[src/adc_ctrl_pkg.sv]
// Constants, types and field layouts of the converter control block.
// Assumes a 10 MHz ref_clk and word-aligned Avalon-MM byte addresses.
// Summary of operation
// A launched conversion always completes; start strobes and power-down cannot stop it.
// The start input works regardless of chip select and read enable.
// Low-power mode with start held low: timed acquisition, then automatic conversion.
// Host pulses start once after power-up and settles input when busy falls.
// Automatic restart exists only in low-power mode; rate may exceed nominal.
// Output drivers float unless chip select and read enable are both low.
// Coding select picks binary or twos complement, except 18-bit parallel.
// Serial signals share the parallel data bus pins.
// Parallel results leave over 18, 16 or 8 bit bus widths.
// Result readable after conversion, in acquisition, or during next conversion.
// Host should finish reads during conversion in its first half.
// Both width selects high choose the serial port.
// Serial port sends 18 bits, MSB first, one per serial clock pulse.
// Serial data stays valid across both serial clock edges.
// Clock source select low makes the device generate the serial clock.
// As master the device drives a frame-valid strobe around the data.
// Serial clock and frame strobe polarity are configurable.
// Read mode input picks send-after-conversion or previous-during-conversion.
// Master read-after-conversion keeps busy high until all 18 bits leave.
// Divider inputs slow the generated serial clock.
// Reference buffer runs while its power-down input is low.
// Low-power mode cuts analog power after conversion; interface stays live.
// Busy falling marks completion; the new result is readable from then.
// In fast mode the host drops the first result after a long pause.
// Width-select codes for 18, 16 and 8 bit buses are configurable.
// Divider ratios are parameters; by default each divider step doubles the serial clock half period.
package adc_ctrl_pkg;
    localparam int RESULT_BITS = 18;
    localparam int CLK_HZ = 10_000_000;
    // Conversion and acquisition times in ns, rounded up to cycles
    localparam int CONV_TIME_NS = 1000;
    localparam int ACQ_TIME_NS = 700;
    localparam int CYCLE_NS = 1_000_000_000 / CLK_HZ;
    localparam int CONV_CYCLES = (CONV_TIME_NS + CYCLE_NS - 1) / CYCLE_NS;
    localparam int ACQ_CYCLES = (ACQ_TIME_NS + CYCLE_NS - 1) / CYCLE_NS;
    localparam int CNT_W = 8;
    // Register byte offsets
    localparam logic [3:0] CTRL_ADDR = 4'h0;
    localparam logic [3:0] STATUS_ADDR = 4'h4;
    localparam logic [3:0] RESULT_ADDR = 4'h8;
    localparam int CTRL_BITS = 6;
    localparam logic [CTRL_BITS-1:0] CTRL_RESET = 6'h00;
    // Width-select code that always means serial
    localparam logic [1:0] WS_SERIAL = 2'h3;
    // Data bus pins carrying the serial signals
    localparam int PIN_SDO = 0;
    localparam int PIN_SCLK = 1;
    localparam int PIN_SYNC = 2;
    localparam logic [RESULT_BITS-1:0] TC_FLIP = 18'h20000;
    localparam int PIN_BITS = 12;
    // Pin levels held in the synchroniser during reset: start, select, read high, binary coding
    localparam logic [PIN_BITS-1:0] PIN_IDLE = 12'hb40;

    typedef enum logic [1:0] {
        MODE_NORMAL = 2'h0,
        MODE_FAST = 2'h1,
        MODE_LOW_POWER = 2'h2
    } op_mode_type;

    // Software control word, bit 0 upward: mode, clock invert, strobe invert, part select
    typedef struct packed {
        logic [1:0] part_sel;
        logic sync_inv;
        logic sclk_inv;
        op_mode_type mode;
    } ctrl_type;

    // Synchronised pin levels
    typedef struct packed {
        logic start_n;
        logic pd;
        logic cs_n;
        logic rd_n;
        logic refbuf_pd;
        logic coding;
        logic ws1;
        logic ws0;
        logic ext_clk;
        logic rdc;
        logic [1:0] div;
    } pin_type;

    typedef enum logic [3:0] {
        ST_IDLE = 4'b0001,
        ST_CONVERT = 4'b0010,
        ST_SHIFT = 4'b0100,
        ST_ACQUIRE = 4'b1000
    } state_type;
endpackage : adc_ctrl_pkg

[src/adc_conv_ctrl.sv]
// Conversion control and output port of a successive-approximation converter.
// Assumes analog core supplies conv_result_in on ref_clk at conversion end;
// pins arrive asynchronously; Avalon-MM slave on ref_clk.
`timescale 1ns/1ps
module adc_conv_ctrl
    import adc_ctrl_pkg::*;
#(
    parameter logic [1:0] WS_CODE_18 = 2'h0,
    parameter logic [1:0] WS_CODE_16 = 2'h1,
    parameter logic [1:0] WS_CODE_8 = 2'h2,
    parameter logic [CNT_W-1:0] DIV_HALF_0 = 8'h00,
    parameter logic [CNT_W-1:0] DIV_HALF_1 = 8'h01,
    parameter logic [CNT_W-1:0] DIV_HALF_2 = 8'h03,
    parameter logic [CNT_W-1:0] DIV_HALF_3 = 8'h07
) (
    input wire logic ref_clk,
    input wire logic rst_n,
    input wire logic conversion_start_n,
    input wire logic power_down_in,
    input wire logic chip_select_n,
    input wire logic read_enable_n,
    input wire logic refbuf_power_down,
    input wire logic output_coding_select,
    input wire logic width_select_0,
    input wire logic width_select_1,
    input wire logic clock_source_select,
    input wire logic read_mode_or_chain_in,
    input wire logic [1:0] serial_clock_divider,
    input wire logic [RESULT_BITS-1:0] conv_result_in,
    output logic conv_active,
    output logic busy,
    output logic analog_power_down,
    output logic refbuf_enable,
    output logic [RESULT_BITS-1:0] data_bus_out,
    output logic data_bus_oe,
    input wire logic [3:0] avs_address,
    input wire logic avs_read,
    input wire logic avs_write,
    input wire logic [31:0] avs_writedata,
    input wire logic [3:0] avs_byteenable,
    output logic [31:0] avs_readdata,
    output logic avs_waitrequest
);
    import adc_ctrl_pkg::*;

    if (WS_CODE_18 == WS_CODE_16 || WS_CODE_18 == WS_CODE_8 || WS_CODE_16 == WS_CODE_8 ||
        WS_CODE_18 == WS_SERIAL || WS_CODE_16 == WS_SERIAL || WS_CODE_8 == WS_SERIAL)
    begin : g_ws_chk
        $error("adc_conv_ctrl: width-select codes must be distinct and not serial");
    end
    if (CONV_CYCLES < 1 || ACQ_CYCLES < 1 || CONV_CYCLES > 255 || ACQ_CYCLES > 255)
    begin : g_cnt_chk
        $error("adc_conv_ctrl: cycle counts out of range");
    end

    ////////////////////////////////////////////////////////////////////////////
    // Pin synchronisation
    pin_type pins;
    logic prev_start_n;
    logic [CNT_W-1:0] count;
    logic have_result;
    logic [RESULT_BITS-1:0] result;
    ctrl_type ctrl;
    state_type state;
    state_type next_state;
    logic sclk_raw;
    logic frame_raw;
    logic sdo_raw;
    logic shift_done;

    level_sync #(
        .WIDTH(PIN_BITS),
        .RESET_VAL(PIN_IDLE)
    ) u_pin_sync (
        .ref_clk(ref_clk),
        .rst_n(rst_n),
        .async_in({conversion_start_n, power_down_in, chip_select_n, read_enable_n,
                   refbuf_power_down, output_coding_select, width_select_1,
                   width_select_0, clock_source_select, read_mode_or_chain_in,
                   serial_clock_divider}),
        .sync_out(pins)
    );

    ////////////////////////////////////////////////////////////////////////////
    // Mode decode
    wire [1:0] ws_code = {pins.ws1, pins.ws0};
    wire serial_mode = ws_code == WS_SERIAL;
    wire par18 = ws_code == WS_CODE_18;
    wire par16 = ws_code == WS_CODE_16;
    wire master = serial_mode && !pins.ext_clk;
    wire read_during = master && pins.rdc;
    wire read_after = master && !pins.rdc;
    wire low_power = ctrl.mode == MODE_LOW_POWER;
    // Start strobe is a falling edge, not gated by select or read
    wire start_fall = prev_start_n && !pins.start_n;
    wire conv_end = state == ST_CONVERT && count == '0;
    wire acq_end = state == ST_ACQUIRE && count == '0;
    // Self-restart only in low-power mode with start still held low
    wire auto_next = low_power && !pins.start_n;
    wire launch = state == ST_IDLE && start_fall && !pins.pd;

    // Output coding: twos complement flips the MSB, never in 18-bit parallel
    wire use_tc = !pins.coding && !par18;
    wire [RESULT_BITS-1:0] code_flip = use_tc ? TC_FLIP : '0;
    wire [RESULT_BITS-1:0] held_coded = result ^ code_flip;
    wire [RESULT_BITS-1:0] new_coded = conv_result_in ^ code_flip;

    ////////////////////////////////////////////////////////////////////////////
    // Conversion sequencer
    always_comb begin
        next_state = state;
        case (state)
            ST_IDLE: begin
                if (launch) begin
                    next_state = ST_CONVERT;
                end
            end
            ST_CONVERT: begin
                // Only the internal timer ends a conversion
                if (conv_end) begin
                    if (read_after) begin
                        next_state = ST_SHIFT;
                    end else if (auto_next) begin
                        next_state = ST_ACQUIRE;
                    end else begin
                        next_state = ST_IDLE;
                    end
                end
            end
            ST_SHIFT: begin
                if (shift_done) begin
                    next_state = auto_next ? ST_ACQUIRE : ST_IDLE;
                end
            end
            ST_ACQUIRE: begin
                if (acq_end) begin
                    next_state = ST_CONVERT;
                end
            end
            default: begin
                next_state = ST_IDLE;
            end
        endcase
    end

    wire enter_conv = next_state == ST_CONVERT && state != ST_CONVERT;
    wire enter_acq = next_state == ST_ACQUIRE && state != ST_ACQUIRE;
    // Serial launch: previous result at conversion start, or new one at its end
    wire shift_start = (enter_conv && read_during && have_result) ||
                       (conv_end && read_after);
    wire [RESULT_BITS-1:0] shift_data = conv_end ? new_coded : held_coded;

    // State, timer and result hold
    always_ff @(posedge ref_clk) begin
        if (!rst_n) begin
            state <= ST_IDLE;
            count <= '0;
            prev_start_n <= 1'b1;
            result <= '0;
            have_result <= 1'b0;
        end else begin
            state <= next_state;
            prev_start_n <= pins.start_n;
            if (enter_conv) begin
                count <= CNT_W'(CONV_CYCLES - 1);
            end else if (enter_acq) begin
                count <= CNT_W'(ACQ_CYCLES - 1);
            end else if (count != '0) begin
                count <= count - 1'b1;
            end
            if (conv_end) begin
                result <= conv_result_in;
                have_result <= 1'b1;
            end
        end
    end

    // Busy, analog phase and power outputs
    always_ff @(posedge ref_clk) begin
        if (!rst_n) begin
            busy <= 1'b0;
            conv_active <= 1'b0;
            analog_power_down <= 1'b0;
            refbuf_enable <= 1'b0;
        end else begin
            busy <= next_state == ST_CONVERT || next_state == ST_SHIFT;
            conv_active <= next_state == ST_CONVERT;
            // Power drops outside conversion in low-power mode or with power-down high; the port logic keeps running
            analog_power_down <= next_state != ST_CONVERT && (low_power || pins.pd);
            refbuf_enable <= !pins.refbuf_pd;
        end
    end

    ////////////////////////////////////////////////////////////////////////////
    // Serial master port
    wire [CNT_W-1:0] half_cycles = pins.div == 2'd0 ? DIV_HALF_0 :
                                   pins.div == 2'd1 ? DIV_HALF_1 :
                                   pins.div == 2'd2 ? DIV_HALF_2 : DIV_HALF_3;

    serial_master #(
        .DATA_BITS(RESULT_BITS),
        .HALF_W(CNT_W)
    ) u_serial (
        .ref_clk(ref_clk),
        .rst_n(rst_n),
        .start(shift_start),
        .data(shift_data),
        .half_cycles(half_cycles),
        .sclk(sclk_raw),
        .frame(frame_raw),
        .sdo(sdo_raw),
        .done(shift_done)
    );

    ////////////////////////////////////////////////////////////////////////////
    // Output bus selection
    wire [RESULT_BITS-1:0] bus16 = ctrl.part_sel[0] ? {16'h0000, held_coded[1:0]}
                                                   : {2'h0, held_coded[17:2]};
    wire [7:0] byte_sel = ctrl.part_sel == 2'd0 ? held_coded[17:10] :
                          ctrl.part_sel == 2'd1 ? held_coded[9:2] :
                          ctrl.part_sel == 2'd2 ? {held_coded[1:0], 6'h00} : 8'h00;
    logic [RESULT_BITS-1:0] serial_pins;
    always_comb begin
        serial_pins = '0;
        serial_pins[PIN_SDO] = sdo_raw;
        serial_pins[PIN_SCLK] = master && (sclk_raw ^ ctrl.sclk_inv);
        serial_pins[PIN_SYNC] = master && (frame_raw ^ ctrl.sync_inv);
    end
    wire [RESULT_BITS-1:0] next_bus = serial_mode ? serial_pins :
                                      par18 ? held_coded :
                                      par16 ? bus16 :
                                      {10'h000, byte_sel};

    // Bus drivers enabled only with select and read both low
    always_ff @(posedge ref_clk) begin
        if (!rst_n) begin
            data_bus_out <= '0;
            data_bus_oe <= 1'b0;
        end else begin
            data_bus_out <= next_bus;
            data_bus_oe <= !pins.cs_n && !pins.rd_n;
        end
    end

    ////////////////////////////////////////////////////////////////////////////
    // Avalon-MM slave, one wait cycle per access
    wire req = avs_read || avs_write;
    wire accept = req && !avs_waitrequest;
    wire [31:0] status_word = {24'h000000, state, 2'b00, have_result, busy};
    wire [31:0] read_word = avs_address == CTRL_ADDR ? {26'h0, ctrl} :
                            avs_address == STATUS_ADDR ? status_word :
                            avs_address == RESULT_ADDR ? {14'h0, held_coded} : 32'h0;

    always_ff @(posedge ref_clk) begin
        if (!rst_n) begin
            avs_waitrequest <= 1'b1;
            avs_readdata <= '0;
            ctrl <= ctrl_type'(CTRL_RESET);
        end else begin
            avs_waitrequest <= !(req && avs_waitrequest);
            if (avs_read && avs_waitrequest) begin
                avs_readdata <= read_word;
            end
            if (accept && avs_write && avs_address == CTRL_ADDR && avs_byteenable[0]) begin
                ctrl <= ctrl_type'(avs_writedata[CTRL_BITS-1:0]);
            end
        end
    end
endmodule : adc_conv_ctrl

[src/level_sync.sv]
// Two-flop synchroniser for a group of asynchronous levels.
// Assumes inputs are quasi-static levels from pins.
`timescale 1ns/1ps
module level_sync #(
    parameter int WIDTH = 1,
    parameter logic [WIDTH-1:0] RESET_VAL = '0
) (
    input wire logic ref_clk,
    input wire logic rst_n,
    input wire logic [WIDTH-1:0] async_in,
    output logic [WIDTH-1:0] sync_out
);
    logic [WIDTH-1:0] stage;

    // First stage feeds only the second
    always_ff @(posedge ref_clk) begin
        if (!rst_n) begin
            // Idle pin levels, so no false edge or select follows reset
            stage <= RESET_VAL;
            sync_out <= RESET_VAL;
        end else begin
            stage <= async_in;
            sync_out <= stage;
        end
    end
endmodule : level_sync

[src/serial_master.sv]
// Serial master shifter: 18 pulses MSB first with a frame strobe.
// Assumes one-cycle start pulse; data sampled at start.
`timescale 1ns/1ps
module serial_master #(
    parameter int DATA_BITS = 18,
    parameter int HALF_W = 8
) (
    input wire logic ref_clk,
    input wire logic rst_n,
    input wire logic start,
    input wire logic [DATA_BITS-1:0] data,
    input wire logic [HALF_W-1:0] half_cycles,
    output logic sclk,
    output logic frame,
    output logic sdo,
    output logic done
);
    logic [DATA_BITS-1:0] shreg;
    logic [5:0] bit_cnt;
    logic [1:0] phase;
    logic [HALF_W-1:0] tick;
    logic [5:0] rise_cnt;
    wire last_bit = bit_cnt == 6'(DATA_BITS - 1);

    if (DATA_BITS < 2 || DATA_BITS > 63) begin : g_chk
        $error("serial_master: DATA_BITS out of range");
    end

    ////////////////////////////////////////////////////////////////////////////
    // Each bit: data set, low, high, low, then next data
    always_ff @(posedge ref_clk) begin
        if (!rst_n) begin
            shreg <= '0;
            bit_cnt <= '0;
            phase <= '0;
            tick <= '0;
            sclk <= 1'b0;
            frame <= 1'b0;
            sdo <= 1'b0;
            done <= 1'b0;
        end else begin
            done <= 1'b0;
            if (!frame) begin
                if (start) begin
                    frame <= 1'b1;
                    shreg <= data;
                    sdo <= data[DATA_BITS-1]; // MSB first
                    bit_cnt <= '0;
                    phase <= '0;
                    tick <= half_cycles;
                end
            end else if (tick != '0) begin
                tick <= tick - 1'b1;
            end else begin
                tick <= half_cycles;
                case (phase)
                    2'd0: begin
                        sclk <= 1'b1;
                        phase <= 2'd1;
                    end
                    2'd1: begin
                        sclk <= 1'b0;
                        phase <= 2'd2;
                    end
                    default: begin
                        if (last_bit) begin
                            frame <= 1'b0;
                            done <= 1'b1;
                        end else begin
                            bit_cnt <= bit_cnt + 1'b1;
                            shreg <= shreg << 1;
                            sdo <= shreg[DATA_BITS-2];
                            phase <= 2'd0;
                        end
                    end
                endcase
            end
        end
    end

    // Helper: rising clock edges in the current frame
    always_ff @(posedge ref_clk) begin
        if (!rst_n || (start && !frame)) begin
            rise_cnt <= '0;
        end else if (frame && tick == '0 && phase == 2'd0) begin
            rise_cnt <= rise_cnt + 1'b1;
        end
    end
endmodule : serial_master

[config.mk]
export PLATFORM = sky130hd
export DESIGN_NAME = adc_conv_ctrl
export DESIGN_NICKNAME = d
export VERILOG_FILES = /design/src/adc_ctrl_pkg.sv /design/src/adc_conv_ctrl.sv /design/src/level_sync.sv /design/src/serial_master.sv
export SDC_FILE = /design/constraint.sdc
export NUM_CORES = 1
export LEC_CHECK = 0
export BUFFER_PORTS_ARGS = -buffer_cell sky130_fd_sc_hd__clkbuf_2
export CAP_MARGIN = 0
export CORE_MARGIN = 4
export CORE_UTILIZATION = 50
export DETAILED_ROUTE_END_ITERATION = 12
export GPL_ROUTABILITY_DRIVEN = 0
export PLACE_DENSITY_LB_ADDON = 0.12
export SLEW_MARGIN = 5
export SYNTH_ARGS = -nofsm -noshare
export SYNTH_HDL_FRONTEND = slang
export SYNTH_SLANG_ARGS = --single-unit
export TNS_END_PERCENT = 10
[constraint.sdc]
create_clock -name ref_clk -period 5.9 [get_ports ref_clk]
set_input_delay 1.18 -clock ref_clk [delete_from_list [all_inputs] [get_ports ref_clk]]
set_output_delay 1.18 -clock ref_clk [all_outputs]
set_load 0.05 [all_outputs]
Word level (Yosys, flattened, before mapping) --
Cells that the tools add are included.
Storage, ports and cells: logic and storage cells 180, input port bits 74, flip-flop bits (word level) 155, output and inout bits 56
Operators by class: bitwise logic cells 7, eq/ne operators 25, reduce and logical (&&, ||, !) cells 60, add/sub/neg operators 3, multiplexer cells 55
Operators by type and width (count):
- $mux W18 | 6
- $mux W17 | 5
- $mux W8 | 6
- $mux W4 | 9
- $xor A18 B18 Y18 | 2
- $mux W16 | 2
- $mux W6 | 5
- $logic_and A1 B1 Y1 | 25
- $pmux W4 S4 | 1
- $reduce_bool A8 Y1 | 2
- $sub A8 B1 Y8 const B | 2
- $eq A4 B3 Y1 const B | 3
- $eq A4 B4 Y1 const B | 3
- $mux W3 | 4
- $logic_not A1 Y1 | 11
- $mux W1 | 11
- $eq A2 B1 Y1 const B | 4
- $eq A2 B2 Y1 const B | 4
- $eq A4 B2 Y1 const B | 2
- $logic_not A2 Y1 | 4
- $logic_not A8 Y1 | 1
- $mux W2 | 4
- $ne A4 B2 Y1 const B | 2
- $ne A4 B4 Y1 const B | 2
- other kinds (17) | 30

Longest topological paths before layout --
Gate-level depths: netlist of the first run.
depth in word-level cells 13, depth in mapped cells 8, gate-level depth less buffers 7

Cells and area by module --
From an unflattened synthesis of the first run, not the netlist that was laid out.
Second synthesis, totals: cell total of the unflattened synthesis 668, area, all modules 6394.9 um2
Modules (own cells, without submodules):
- adc_conv_ctrl | times used 1, cells each 402, sequential area each 1601.5 um2, area each 3798.6 um2
- serial_master | times used 1, cells each 216, sequential area each 740.7 um2, area each 1950.6 um2
- level_sync | times used 1, cells each 50, sequential area each 480.5 um2, area each 645.6 um2

Worst setup path after synthesis of the first run --
No wires, ideal clock.
kind input to register, from input avs_address[1], to register avs_readdata[10], library setup time 0.066 ns, path buffers 1, data required time 5.834 ns, arrival 2.374 ns, cell stages on the path 6, setup slack 3.460 ns, cell sequence or2_2 -> nor2_1 -> and2_1 -> clkbuf_1 -> a22oi_1 -> nor2_1
Between the ends: word-level cells in the longest chain between the ends 4, elaborated cells between the ends (all ways) 6, classes of those cells eq/ne: 2; mux: 3; reduce/logical: 1
Ends and longest elaborated chain:
- start, declared | line adc_conv_ctrl.sv:36 | input wire logic [3:0] avs_address,
- $eq A4 B4 Y1 | line adc_conv_ctrl.sv:252 | avs_address == RESULT_ADDR ? {14'h0, held_coded} : 32'h0;
- $mux W18 | line adc_conv_ctrl.sv:252
- $mux W18 | line adc_conv_ctrl.sv:251 | avs_address == STATUS_ADDR ? status_word :
- $mux W18 * | line adc_conv_ctrl.sv:250 | wire [31:0] read_word = avs_address == CTRL_ADDR ? {26'h0, ctrl} :
- end signal, assigned | line adc_conv_ctrl.sv:262 | avs_readdata <= read_word;
- end, declared | line adc_conv_ctrl.sv:41 | output logic [31:0] avs_readdata,
Every way passes the cells marked *; elsewhere a longest branch is shown, timed or not. A chain may end at the register's enable or synchronous reset.

Final worst setup path of the first run --
from register count[0], to register count[5]
Between the ends: word-level cells in the longest chain between the ends 7, elaborated cells between the ends (all ways) 13, classes of those cells add/sub: 1; eq/ne: 2; mux: 3; reduce/logical: 7
Ends and longest elaborated chain:
- start, declared | line adc_conv_ctrl.sv:60 | logic [CNT_W-1:0] count;
- start signal, assigned | line adc_conv_ctrl.sv:165 | count <= CNT_W'(CONV_CYCLES - 1);
- start signal, assigned | line adc_conv_ctrl.sv:167 | count <= CNT_W'(ACQ_CYCLES - 1);
- start signal, assigned | line adc_conv_ctrl.sv:169 | count <= count - 1'b1;
- $logic_not A8 Y1 | line adc_conv_ctrl.sv:96, adc_conv_ctrl.sv:97
- $logic_and A1 B1 Y1 (on tied branches) | line adc_conv_ctrl.sv:97, adc_conv_ctrl.sv:96
- $mux W4 (on tied branches) | line adc_conv_ctrl.sv:136, adc_conv_ctrl.sv:120
- $pmux W4 S4 | line adc_conv_ctrl.sv:112 | case (state)
- $eq A4 B2 Y1 / $eq A4 B4 Y1 (equally long branches) | line adc_conv_ctrl.sv:146, adc_conv_ctrl.sv:147
- $logic_and A1 B1 Y1 (on tied branches) | line adc_conv_ctrl.sv:146, adc_conv_ctrl.sv:147
- $reduce_or A3 Y1 (no line)
Parallel ways exist; a longest one is shown, timed or not.

==> flow_metrics.tcl, run 1 <==
set metrics [dict create \
    fin_util 0.594 \
    start_util 0.511 \
    synth_top_area_frac 0.459 \
    clock_skew_ns 0.00466 \
    avgSynthCellArea_um2 9.42 \
    cts-hold-fix-buffers 0 \
    rsz0062_at_grt "false" \
    setup_ws_ns 2.63 \
    drv_slew 0 \
    grt_pass1_vias 4691 \
    worstPathCellList "inv_1 -> ha_1 -> nor3b_2 -> nand3_1 -> a2111o_1 -> nand2b_1 -> nor3_1" \
    setup_violations 0 \
    post-route-period-util 0.554 \
    power-per-cell-area_nw_per_um2 332 \
    critPathArrivalTime_ns 3.57 \
    drt_pass1_iterations 5 \
    grt.total_usage 0.209 \
    fill_cells 1057 \
    drc 0 \
    cap_viol_max_count 0 \
    netlist_area_um2 6140 \
    die_w_um 119 \
    dpl.hpwl_um 10200 \
    area_delta_synth_final_pct 16.2 \
    pwr-share-seq 0.435 \
    grt-ovfl-total 0 \
    synth_area_leader_cell "dfxtp_1" \
    cp.required_ns 6.20 \
    cts_resized 0 \
    chipHeight_um 119 \
    path_max_fanout 18 \
    crit_family "simple AND/OR/NAND/NOR gates" \
    power_frac_comb 0.125 \
    post_cts_buffers 0 \
    synthTopCellsByArea "dfxtp_1 46%, mux2i_1 5.4%, nor2_1 4.7%" \
    path_buf_inv 1 \
    synthMostInstantiatedCell "dfxtp_1" \
    worst_ir_drop_vdd_mv 0.179 \
    yosys_warnings 0 \
    layout-drive-gt1-share 0.221 \
    p_int_w 0.00173 \
    clk_pin_slew_ns 0.06 \
    gr-usage-met1 0.280 \
    status "completed" \
    p_leak_nw 2.92 \
    rows 40 \
    async_flop_share 0 \
    ant_nets 0 \
    grt_max_degree 59 \
    worstMarginPinSlew_ns 1.12 \
    regArea_um2 2820 \
    detail_route.iter0.violations 403 \
    p_sw_w 0.000637 \
    cts_root_buf "clkbuf_16" \
    ys.flop_type "dfxtp_1" \
    finish.net_count 803 \
    worst_setup_path_end_kind "flop" \
    switching_share 0.269 \
    start_kind "flop" \
    syn_inst 652 \
    vias 4942 \
    core_um2 12000 \
    maxSlewHeadroom 0.252 \
    grt_pass1_wl_um 23800 \
    crit_path_top_delay_cell "nand3_1" \
    busiest_layer "met2" \
    synth-seq-cells 141 \
    max_freq_ghz 0.306 \
    antenna_found_initial 0 \
    worstSetupPathType "flop to flop" \
    synth_edf_count 0 \
    vias_per_cell 5.60 \
    synthTopCellsByCount "141 x dfxtp_1, 77 x nor2_1, 33 x mux2i_1" \
    clkPwrFrac 0.441 \
    routed_wirelength_um 14600 \
    met3_usage 0.0575 \
    fin_crit_ns 3.27 \
    hold_violations 0 \
    diodes 0 \
    use_met2 0.330 \
    routedWlPerCell_um 16.6 \
    port_buffers 86 \
    final.setup.tns_ns 0 \
    cts_num_sinks 141 \
    cts_tree "built" \
    min_path_type "flop to flop" \
    num_io_pins 130 \
    synth_cell_types 69 \
    cts_buffers 17 \
    cts_buffer_depth 2 \
    die-area_um2 14100 \
    insertion_delay_ns 0.42 \
    yosysSeqAreaShare 0.459 \
    multi_input_area_um2 2990 \
    critPathMaxStageDelay_ns 0.94 \
    htreeDepth 4 \
    dp_slack_ns 2.67 \
]
[registers in the layout, summed over array words and instances (netlist names), 2 cells and up]
name,count
u_pin_sync.sync_out,12
u_pin_sync.stage,12
u_serial.shreg,17
data_bus_out,18
u_serial.phase,2
ctrl,6
result,18
count,8
avs_readdata,18
u_serial.tick,8
state,4
u_serial.bit_cnt,6
[metal layers]
layer  vias up  share of wire
met5         -              0
met1      2350           0.46
met2       138           0.47
met3        17          0.055
li1       2437              -
met4         0          0.012
[kinds of logic (layout without fill, tap and decap cells)]
family          after synthesis  after routing  share of synthesized area
flops                       141            141                      0.459
mux                          49             49                     0.0831
compound gates              141            141                      0.169
other cells                   1             14                   0.000610
simple gates                224            224                      0.199
buf+inv                      80            151                     0.0625
xor+xnor                     10             10                     0.0143
fa+ha+maj                     6              6                     0.0122
[power by group through the flow]
stage               clock (W)  combinational, W  sequential [W]
floorplan                   0          0.000231         0.00104
detailed placement          0          0.000290         0.00105
finish                0.00104          0.000296         0.00103
global placement            0          0.000282         0.00105
CTS                   0.00106          0.000293         0.00103
global route          0.00110          0.000327         0.00103
[final timing paths]
kind                            slack (ns)                   start  depth (start not counted)           to
worst max-delay path                  2.63                count[0]                          7     count[5]
worst min-delay path                  0.38  u_pin_sync.sync_out[8]                          1  data_bus_oe
worst max register to register        2.63                count[0]                          7     count[5]
worst min register to register        0.38  u_pin_sync.sync_out[8]                          1  data_bus_oe
[through the flow]
stage          instance area (µm²)  instances  hold WS, ns  power (W)
6_report                      7140        883        0.385    0.00237
5_1_grt                       7140        883        0.389    0.00247
4_1_cts                       7140        883        0.388    0.00238
3_5_place_dp                  6550        851        0.380    0.00134
3_3_place_gp                  6550        851        0.370    0.00133
2_1_floorplan                 6190        665        0.363    0.00128
[layout by cell type, fill, tap and decap left out, types with 4 or more instances in the layout]
| master | Yosys | final |
|---|---|---|
| xor2_1 | 5 | 5 |
| clkbuf_2 | 0 | 86 |
| inv_1 | 29 | 29 |
| dfxtp_1 | 141 | 141 |
| nand4_1 | 5 | 5 |
| ha_1 | 6 | 6 |
| nand2_1 | 25 | 25 |
| or4_1 | 4 | 4 |
| mux2i_1 | 33 | 33 |
| o22ai_1 | 6 | 6 |
| clkbuf_16 | 0 | 17 |
| mux2_2 | 16 | 16 |
| o21ai_0 | 21 | 21 |
| clkinvlp_4 | 0 | 5 |
| o31ai_1 | 5 | 5 |
| nor2_1 | 77 | 77 |
| and2_1 | 23 | 23 |
| o22ai_2 | 10 | 10 |
| nand3b_1 | 9 | 9 |
| nand3_1 | 4 | 4 |
| a21oi_1 | 31 | 31 |
| nor2b_1 | 5 | 5 |
| o21a_1 | 6 | 6 |
| xnor2_1 | 5 | 5 |
| nor4b_1 | 5 | 5 |
| nor3_1 | 14 | 14 |
| a311oi_1 | 4 | 4 |
| conb_1 | 1 | 14 |
| o211ai_1 | 9 | 9 |
| nor3b_1 | 6 | 6 |
| a31oi_1 | 7 | 7 |
| nand2b_1 | 22 | 22 |
| a22oi_1 | 16 | 16 |
[cell type report]
| class | count | share of cell area |
|---|---|---|
| multi-input cells | 444 | 0.418 |
| flip-flops and latches | 141 | 0.395 |
| repair buffers | 88 | 0.0624 |
| clock buffers | 19 | 0.0620 |
| well taps | 147 | 0.0258 |
| clock inverters | 13 | 0.0200 |
| inverters | 31 | 0.0163 |
No activity file was read; power rests on OpenSTA's default activity.
==> inputs of run 2 (changes only) <==
==> constraint.sdc (replaced) <==
create_clock -name ref_clk -period 3.2 [get_ports ref_clk]
set_input_delay 0.64 -clock ref_clk [delete_from_list [all_inputs] [get_ports ref_clk]]
set_output_delay 0.64 -clock ref_clk [all_outputs]
set_load 0.05 [all_outputs]
==> run 2 against run 1 <==
Routed wire length decreased by 1.1%. Clock power increased by 94%. Critical path depth unchanged. Worst setup slack got worse by 2.0 ns. Global-route usage decreased by 0.070 points. Power increased by 88%. First-iteration DRC count decreased by 3.5%. Clock-buffer cell count increased by 8. Design area increased by 1.2%. Clock skew increased by 0.0014 ns. Largest cell class unchanged.
==> flow_metrics.tcl, run 2 (synthesis results as in run 1) <==
set metrics [dict create \
    drv_slew 0 \
    critPathArrivalTime_ns 2.89 \
    crit_path_top_delay_cell "a211oi_2" \
    worstMarginPinSlew_ns 0.769 \
    vias 4930 \
    hold_violations 0 \
    die_w_um 119 \
    num_io_pins 130 \
    cts_num_sinks 141 \
    setup_violations 0 \
    power-per-cell-area_nw_per_um2 618 \
    min_path_type "flop to flop" \
    status "completed" \
    insertion_delay_ns 0.41 \
    grt_max_degree 58 \
    start_kind "flop" \
    cts_tree "built" \
    regArea_um2 2820 \
    fin_crit_ns 2.55 \
    final.setup.tns_ns 0 \
    layout-drive-gt1-share 0.223 \
    area_delta_synth_final_pct 17.6 \
    worst_ir_drop_vdd_mv 0.390 \
    cts_root_buf "clkbuf_16" \
    antenna_found_initial 0 \
    finish.net_count 810 \
    multi_input_area_um2 2990 \
    p_leak_nw 2.98 \
    critPathMaxStageDelay_ns 0.58 \
    maxSlewHeadroom 0.483 \
    chipHeight_um 119 \
    final_cell_mix "141 x dfxtp_1, 86 x clkbuf_2, 77 x nor2_1" \
    cap_viol_max_count 0 \
    worstSetupPathType "flop to flop" \
    post_cts_buffers 0 \
    post-route-period-util 0.797 \
    htreeDepth 4 \
    final_common_cell "dfxtp_1" \
    rsz0062_at_grt "false" \
    grt-ovfl-total 0 \
    die-area_um2 14100 \
    core_um2 12000 \
    max_freq_ghz 0.392 \
    worst_setup_path_end_kind "flop" \
    drc 0 \
    grt_pass1_vias 4874 \
    cts_buffers 17 \
    rows 40 \
    grt.total_usage 0.208 \
    dpl.hpwl_um 10200 \
    cp.required_ns 3.54 \
    whs_ns 0.385 \
    fill_cells 1046 \
    diodes 0 \
    ant_nets 0 \
    cts_buffer_depth 2 \
    vias_per_cell 5.54 \
    start_util 0.511 \
    drt_pass1_iterations 8 \
    port_buffers 86 \
    worstPathCellList "inv_1 -> ha_1 -> nor3b_2 -> nand3_1 -> a211oi_2 -> o21ai_4 -> o22ai_1" \
    detail_route.iter0.violations 389 \
    routed_wirelength_um 14500 \
    clk_pin_slew_ns 0.05 \
    cts_resized 0 \
    grt_pass1_wl_um 23800 \
    path_max_fanout 16 \
    reg_top3 "avs_readdata (18), data_bus_out (18), result (18)" \
    routedWlPerCell_um 16.3 \
    cts-hold-fix-buffers 0 \
    clock_skew_ns 0.00603 \
]
run 2: changes by cell type in the layout (fill, tap and decap cells not counted), sizes merged:
cell	delta
buf	+7
clkinv	-4
clkinvlp	-4
inv	-1
clkbuf	+8
bufinv	+1
run 2: worst paths after layout:
check	start	endpoint	slack, ns	depth (start not counted)
min reg2reg	u_pin_sync.sync_out[7]	refbuf_enable	0.38	1
max	count[0]	u_serial.shreg[4]	0.65	7
max reg2reg	count[0]	u_serial.shreg[4]	0.65	7
min	u_pin_sync.sync_out[7]	refbuf_enable	0.38	1
run 2: worst max-delay path, delay by kind of cell (launching register included):
kind | cells | cell delay [ns]
AOI/OAI and AO/OA | 3 | 1.07
adders and majority gates | 1 | 0.20
buffers and inverters | 1 | 0.10
DFF | 1 | 0.35
and+or+nand+nor | 2 | 0.74
run 2: metrics by stage:
step | std cells | util | setup slack [ns] | power (W) | area [µm²]
2_1_floorplan | 665 | - | 1.03 | 0.00235 | 6190
3_3_place_gp | 858 | 0.550 | 0.774 | 0.00245 | 6610
3_5_place_dp | 858 | 0.550 | 0.704 | 0.00247 | 6610
4_1_cts | 890 | 0.601 | 0.675 | 0.00449 | 7220
5_1_grt | 890 | 0.601 | 0.439 | 0.00464 | 7220
6_report | 890 | 0.601 | 0.649 | 0.00446 | 7220
run 2: area by class of cell:
cell class              instances  share of cell area
multi-input cells             444               0.413
clock inverters                 5              0.0142
clock buffers                  27              0.0710
inverters                      31              0.0161
repair buffers                 95              0.0690
well taps                     147              0.0255
flip-flops and latches        141               0.391
run 2: power breakdown:
| group | total [W] | internal, W | switching, W |
|---|---|---|---|
| Sequential | 0.00190 | 0.00182 | 0.0000761 |
| Combinational | 0.000542 | 0.000212 | 0.000329 |
| Clock | 0.00202 | 0.00133 | 0.000695 |
run 2: metal layers:
metal,vias up,routed length (µm),global-route usage
met5,-,0,0
met4,0,192,0.0659
met3,16,653,0.0546
met2,122,6740,0.330
met1,2344,6880,0.279
li1,2448,-,-
==> inputs of run 3 (changes only) <==
--- a/config.mk
+++ b/config.mk
@@ -5,6 +5,7 @@
 export SDC_FILE = /design/constraint.sdc
 export NUM_CORES = 1
 export LEC_CHECK = 0
+export ABC_AREA = 1
 export BUFFER_PORTS_ARGS = -buffer_cell sky130_fd_sc_hd__clkbuf_2
 export CAP_MARGIN = 0
 export CORE_MARGIN = 4
==> constraint.sdc (replaced) <==
create_clock -name ref_clk -period 2.5 [get_ports ref_clk]
set_input_delay 0.5 -clock ref_clk [delete_from_list [all_inputs] [get_ports ref_clk]]
set_output_delay 0.5 -clock ref_clk [all_outputs]
set_load 0.05 [all_outputs]
==> run 3 against run 2 <==
Critical path depth rose by 5. Final cell count rose by 22%. Register-to-register slack got worse by 0.28 ns. Sequential cell count did not move. Synthesized cell count rose by 30%. Area after synthesis fell by 0.39%. Utilization fell by 0.094 points. Design area fell by 0.16%. Global-route usage rose by 0.12 points. Hold slack got worse by 0.12 ns. Clock-buffer cell count fell by 3. Clock power rose by 30%.
==> flow_metrics.tcl, run 3 <==
set metrics [dict create \
    p_int_w 0.00435 \
    drc 0 \
    rsz0062_at_grt "false" \
    cts_num_sinks 141 \
    dpl.hpwl_um 10900 \
    critPathArrivalTime_ns 2.44 \
    port_buffers 86 \
    p_leak_nw 3.43 \
    cts-hold-fix-buffers 0 \
    final_common_cell "nand2_1" \
    cp.required_ns 2.81 \
    grt_max_degree 43 \
    synth_top_area_frac 0.461 \
    post_cts_buffers 0 \
    routed_wirelength_um 14700 \
    reg_top3 "avs_readdata (18), data_bus_out (18), result (18)" \
    path_buf_inv 2 \
    num_io_pins 130 \
    area_delta_synth_final_pct 17.8 \
    status "completed" \
    clkPwrFrac 0.455 \
    grt-ovfl-total 0 \
    routedWlPerCell_um 13.5 \
    finish.net_count 1010 \
    cts_buffers 17 \
    synthTopCellsByCount "207 x nand2_1, 141 x dfxtp_1, 106 x inv_1" \
    ant_nets 0 \
    worst_ir_drop_vdd_mv 0.503 \
    layout-drive-gt1-share 0.168 \
    syn_inst 848 \
    pwr-share-seq 0.415 \
    vias_per_cell 4.99 \
    setup_violations 0 \
    drv_slew 0 \
    switching_share 0.249 \
    die-area_um2 14100 \
    htreeDepth 4 \
    crit_path_top_delay_cell "dfxtp_1" \
    maxSlewHeadroom 0.642 \
    chipHeight_um 119 \
    worstSetupPathType "flop to flop" \
    power_frac_comb 0.130 \
    dp_slack_ns 0.368 \
    yosysSeqAreaShare 0.461 \
    cap_viol_max_count 0 \
    path_max_fanout 33 \
    max_freq_ghz 0.469 \
    post-route-period-util 0.853 \
    worstMarginPinSlew_ns 0.536 \
    avgSynthCellArea_um2 7.22 \
    diodes 0 \
    whs_ns 0.268 \
    final_cell_mix "207 x nand2_1, 141 x dfxtp_1, 106 x inv_1" \
    clk_pin_slew_ns 0.05 \
    setup_ws_ns 0.368 \
    rows 40 \
    core_um2 12000 \
    cts_buffer_depth 2 \
    crit_family "simple AND/OR/NAND/NOR gates" \
    cts_resized 0 \
    cts_root_buf "clkbuf_16" \
    ys.flop_type "dfxtp_1" \
    detail_route.iter0.violations 439 \
    yosys_warnings 0 \
    grt.total_usage 0.209 \
    grt_pass1_wl_um 24000 \
    clock_skew_ns 0.00787 \
    async_flop_share 0 \
    insertion_delay_ns 0.42 \
    synth-seq-cells 141 \
    antenna_found_initial 0 \
    critPathMostFrequentCell "nand2_1" \
    cts_tree "built" \
    synth_area_leader_cell "dfxtp_1" \
    dpl.cell_count 1058 \
    start_util 0.509 \
    synth_cell_types 40 \
    critPathMaxStageDelay_ns 0.29 \
    final.setup.tns_ns 0 \
    p_sw_w 0.00144 \
    worstPathCellList "inv_1 -> ha_1 -> nand2_1 -> nor2_4 -> nand2_1 -> nand2_1 -> nand2_1 -> nand3_2 -> nand2_2 -> buf_12 -> nor2_1 -> nor2_1" \
    synthTopCellsByArea "dfxtp_1 46%, nand2_1 13%, inv_1 6.5%" \
    fin_crit_ns 2.13 \
    power-per-cell-area_nw_per_um2 803 \
    drt_pass1_iterations 5 \
    synth_edf_count 0 \
    start_kind "flop" \
    final_design_area_no_fill_um2 7210 \
    instances_no_fill 1089 \
    worst_setup_path_end_kind "flop" \
    post_dp_cell_area_um2 6590 \
    netlist_area_um2 6120 \
    synthMostInstantiatedCell "nand2_1" \
    die_w_um 119 \
    grt_pass1_vias 5085 \
    hold_violations 0 \
    vias 5430 \
    min_path_type "input pin to flop" \
]
## run 3: cell count changes in the layout (fill, tap and decap cells not counted), moves of 27 or more
| cell | before | now |
|---|---|---|
| inv_1 | 29 | 106 |
| a21oi_1 | 31 | 66 |
| nor2_1 | 77 | 104 |
| mux2i_1 | 33 | 0 |
| o21ai_1 | 2 | 31 |
| nand2_1 | 25 | 207 |
## run 3: layer usage
layer,share of wire,GRT usage,up-vias,wire [µm]
li1,-,-,2796,-
met1,0.44,0.254,2445,6430
met2,0.49,0.356,164,7130
met3,0.055,0.0464,25,802
met4,0.022,0.0912,0,329
met5,0,0,-,0
## run 3: path summary, 6_finish.rpt
kind | start | end | slack (ns) | cells past startpoint
worst max-delay path | count[0] | u_serial.shreg[11] | 0.37 | 12
worst min register to register | u_pin_sync.sync_out[8] | data_bus_oe | 0.39 | 1
worst max register to register | count[0] | u_serial.shreg[11] | 0.37 | 12
worst min-delay path | refbuf_power_down | u_pin_sync.stage[7] | 0.27 | 3
## run 3: through the flow
stage | total power, W | utilization
5_1_grt | 0.00600 | 0.600
2_1_floorplan | 0.00305 | -
3_5_place_dp | 0.00320 | 0.549
6_report | 0.00579 | 0.600
4_1_cts | 0.00582 | 0.600
3_3_place_gp | 0.00317 | 0.549
## run 3: cell type report
type	count	area (µm²)
Fill cell	1090	4800
Sequential cell	141	2820
Multi-Input combinational cell	564	2660
Timing Repair Buffer	96	518
Clock buffer	24	482
Inverter	110	413
Tap cell	147	184
Clock inverter	7	135
## run 3: power groups by stage
| stage | Clock [W] | Combinational (W) | Sequential (W) |
|---|---|---|---|
| finish | 0.00263 | 0.000751 | 0.00241 |
| global route | 0.00275 | 0.000832 | 0.00241 |
| CTS | 0.00267 | 0.000749 | 0.00240 |
| detailed placement | 0 | 0.000749 | 0.00245 |
| global placement | 0 | 0.000721 | 0.00245 |
| floorplan | 0 | 0.000581 | 0.00247 |
## run 3: cells by family (layout without fill, tap and decap cells)
family / Yosys count / after routing / share of synthesized area
xor gates and xnor gates: 13 / 13 / 0.0186
and+or+nand+nor: 385 / 385 / 0.267
AOI/OAI and AO/OA: 146 / 146 / 0.128
adders and majority gates: 6 / 6 / 0.0123
other: 1 / 14 / 0.000613
DFF: 141 / 141 / 0.461
buffers and inverters: 156 / 237 / 0.113
## run 3: worst reg2reg max path: stages (launching register included)
cell,delay [ns]
dfxtp_1,0.29
inv_1,0.14
ha_1,0.19
nand2_1,0.09
nor2_4,0.18
nand2_1,0.07
nand2_1,0.14
nand2_1,0.11
nand3_2,0.22
nand2_2,0.19
buf_12,0.22
nor2_1,0.13
nor2_1,0.06
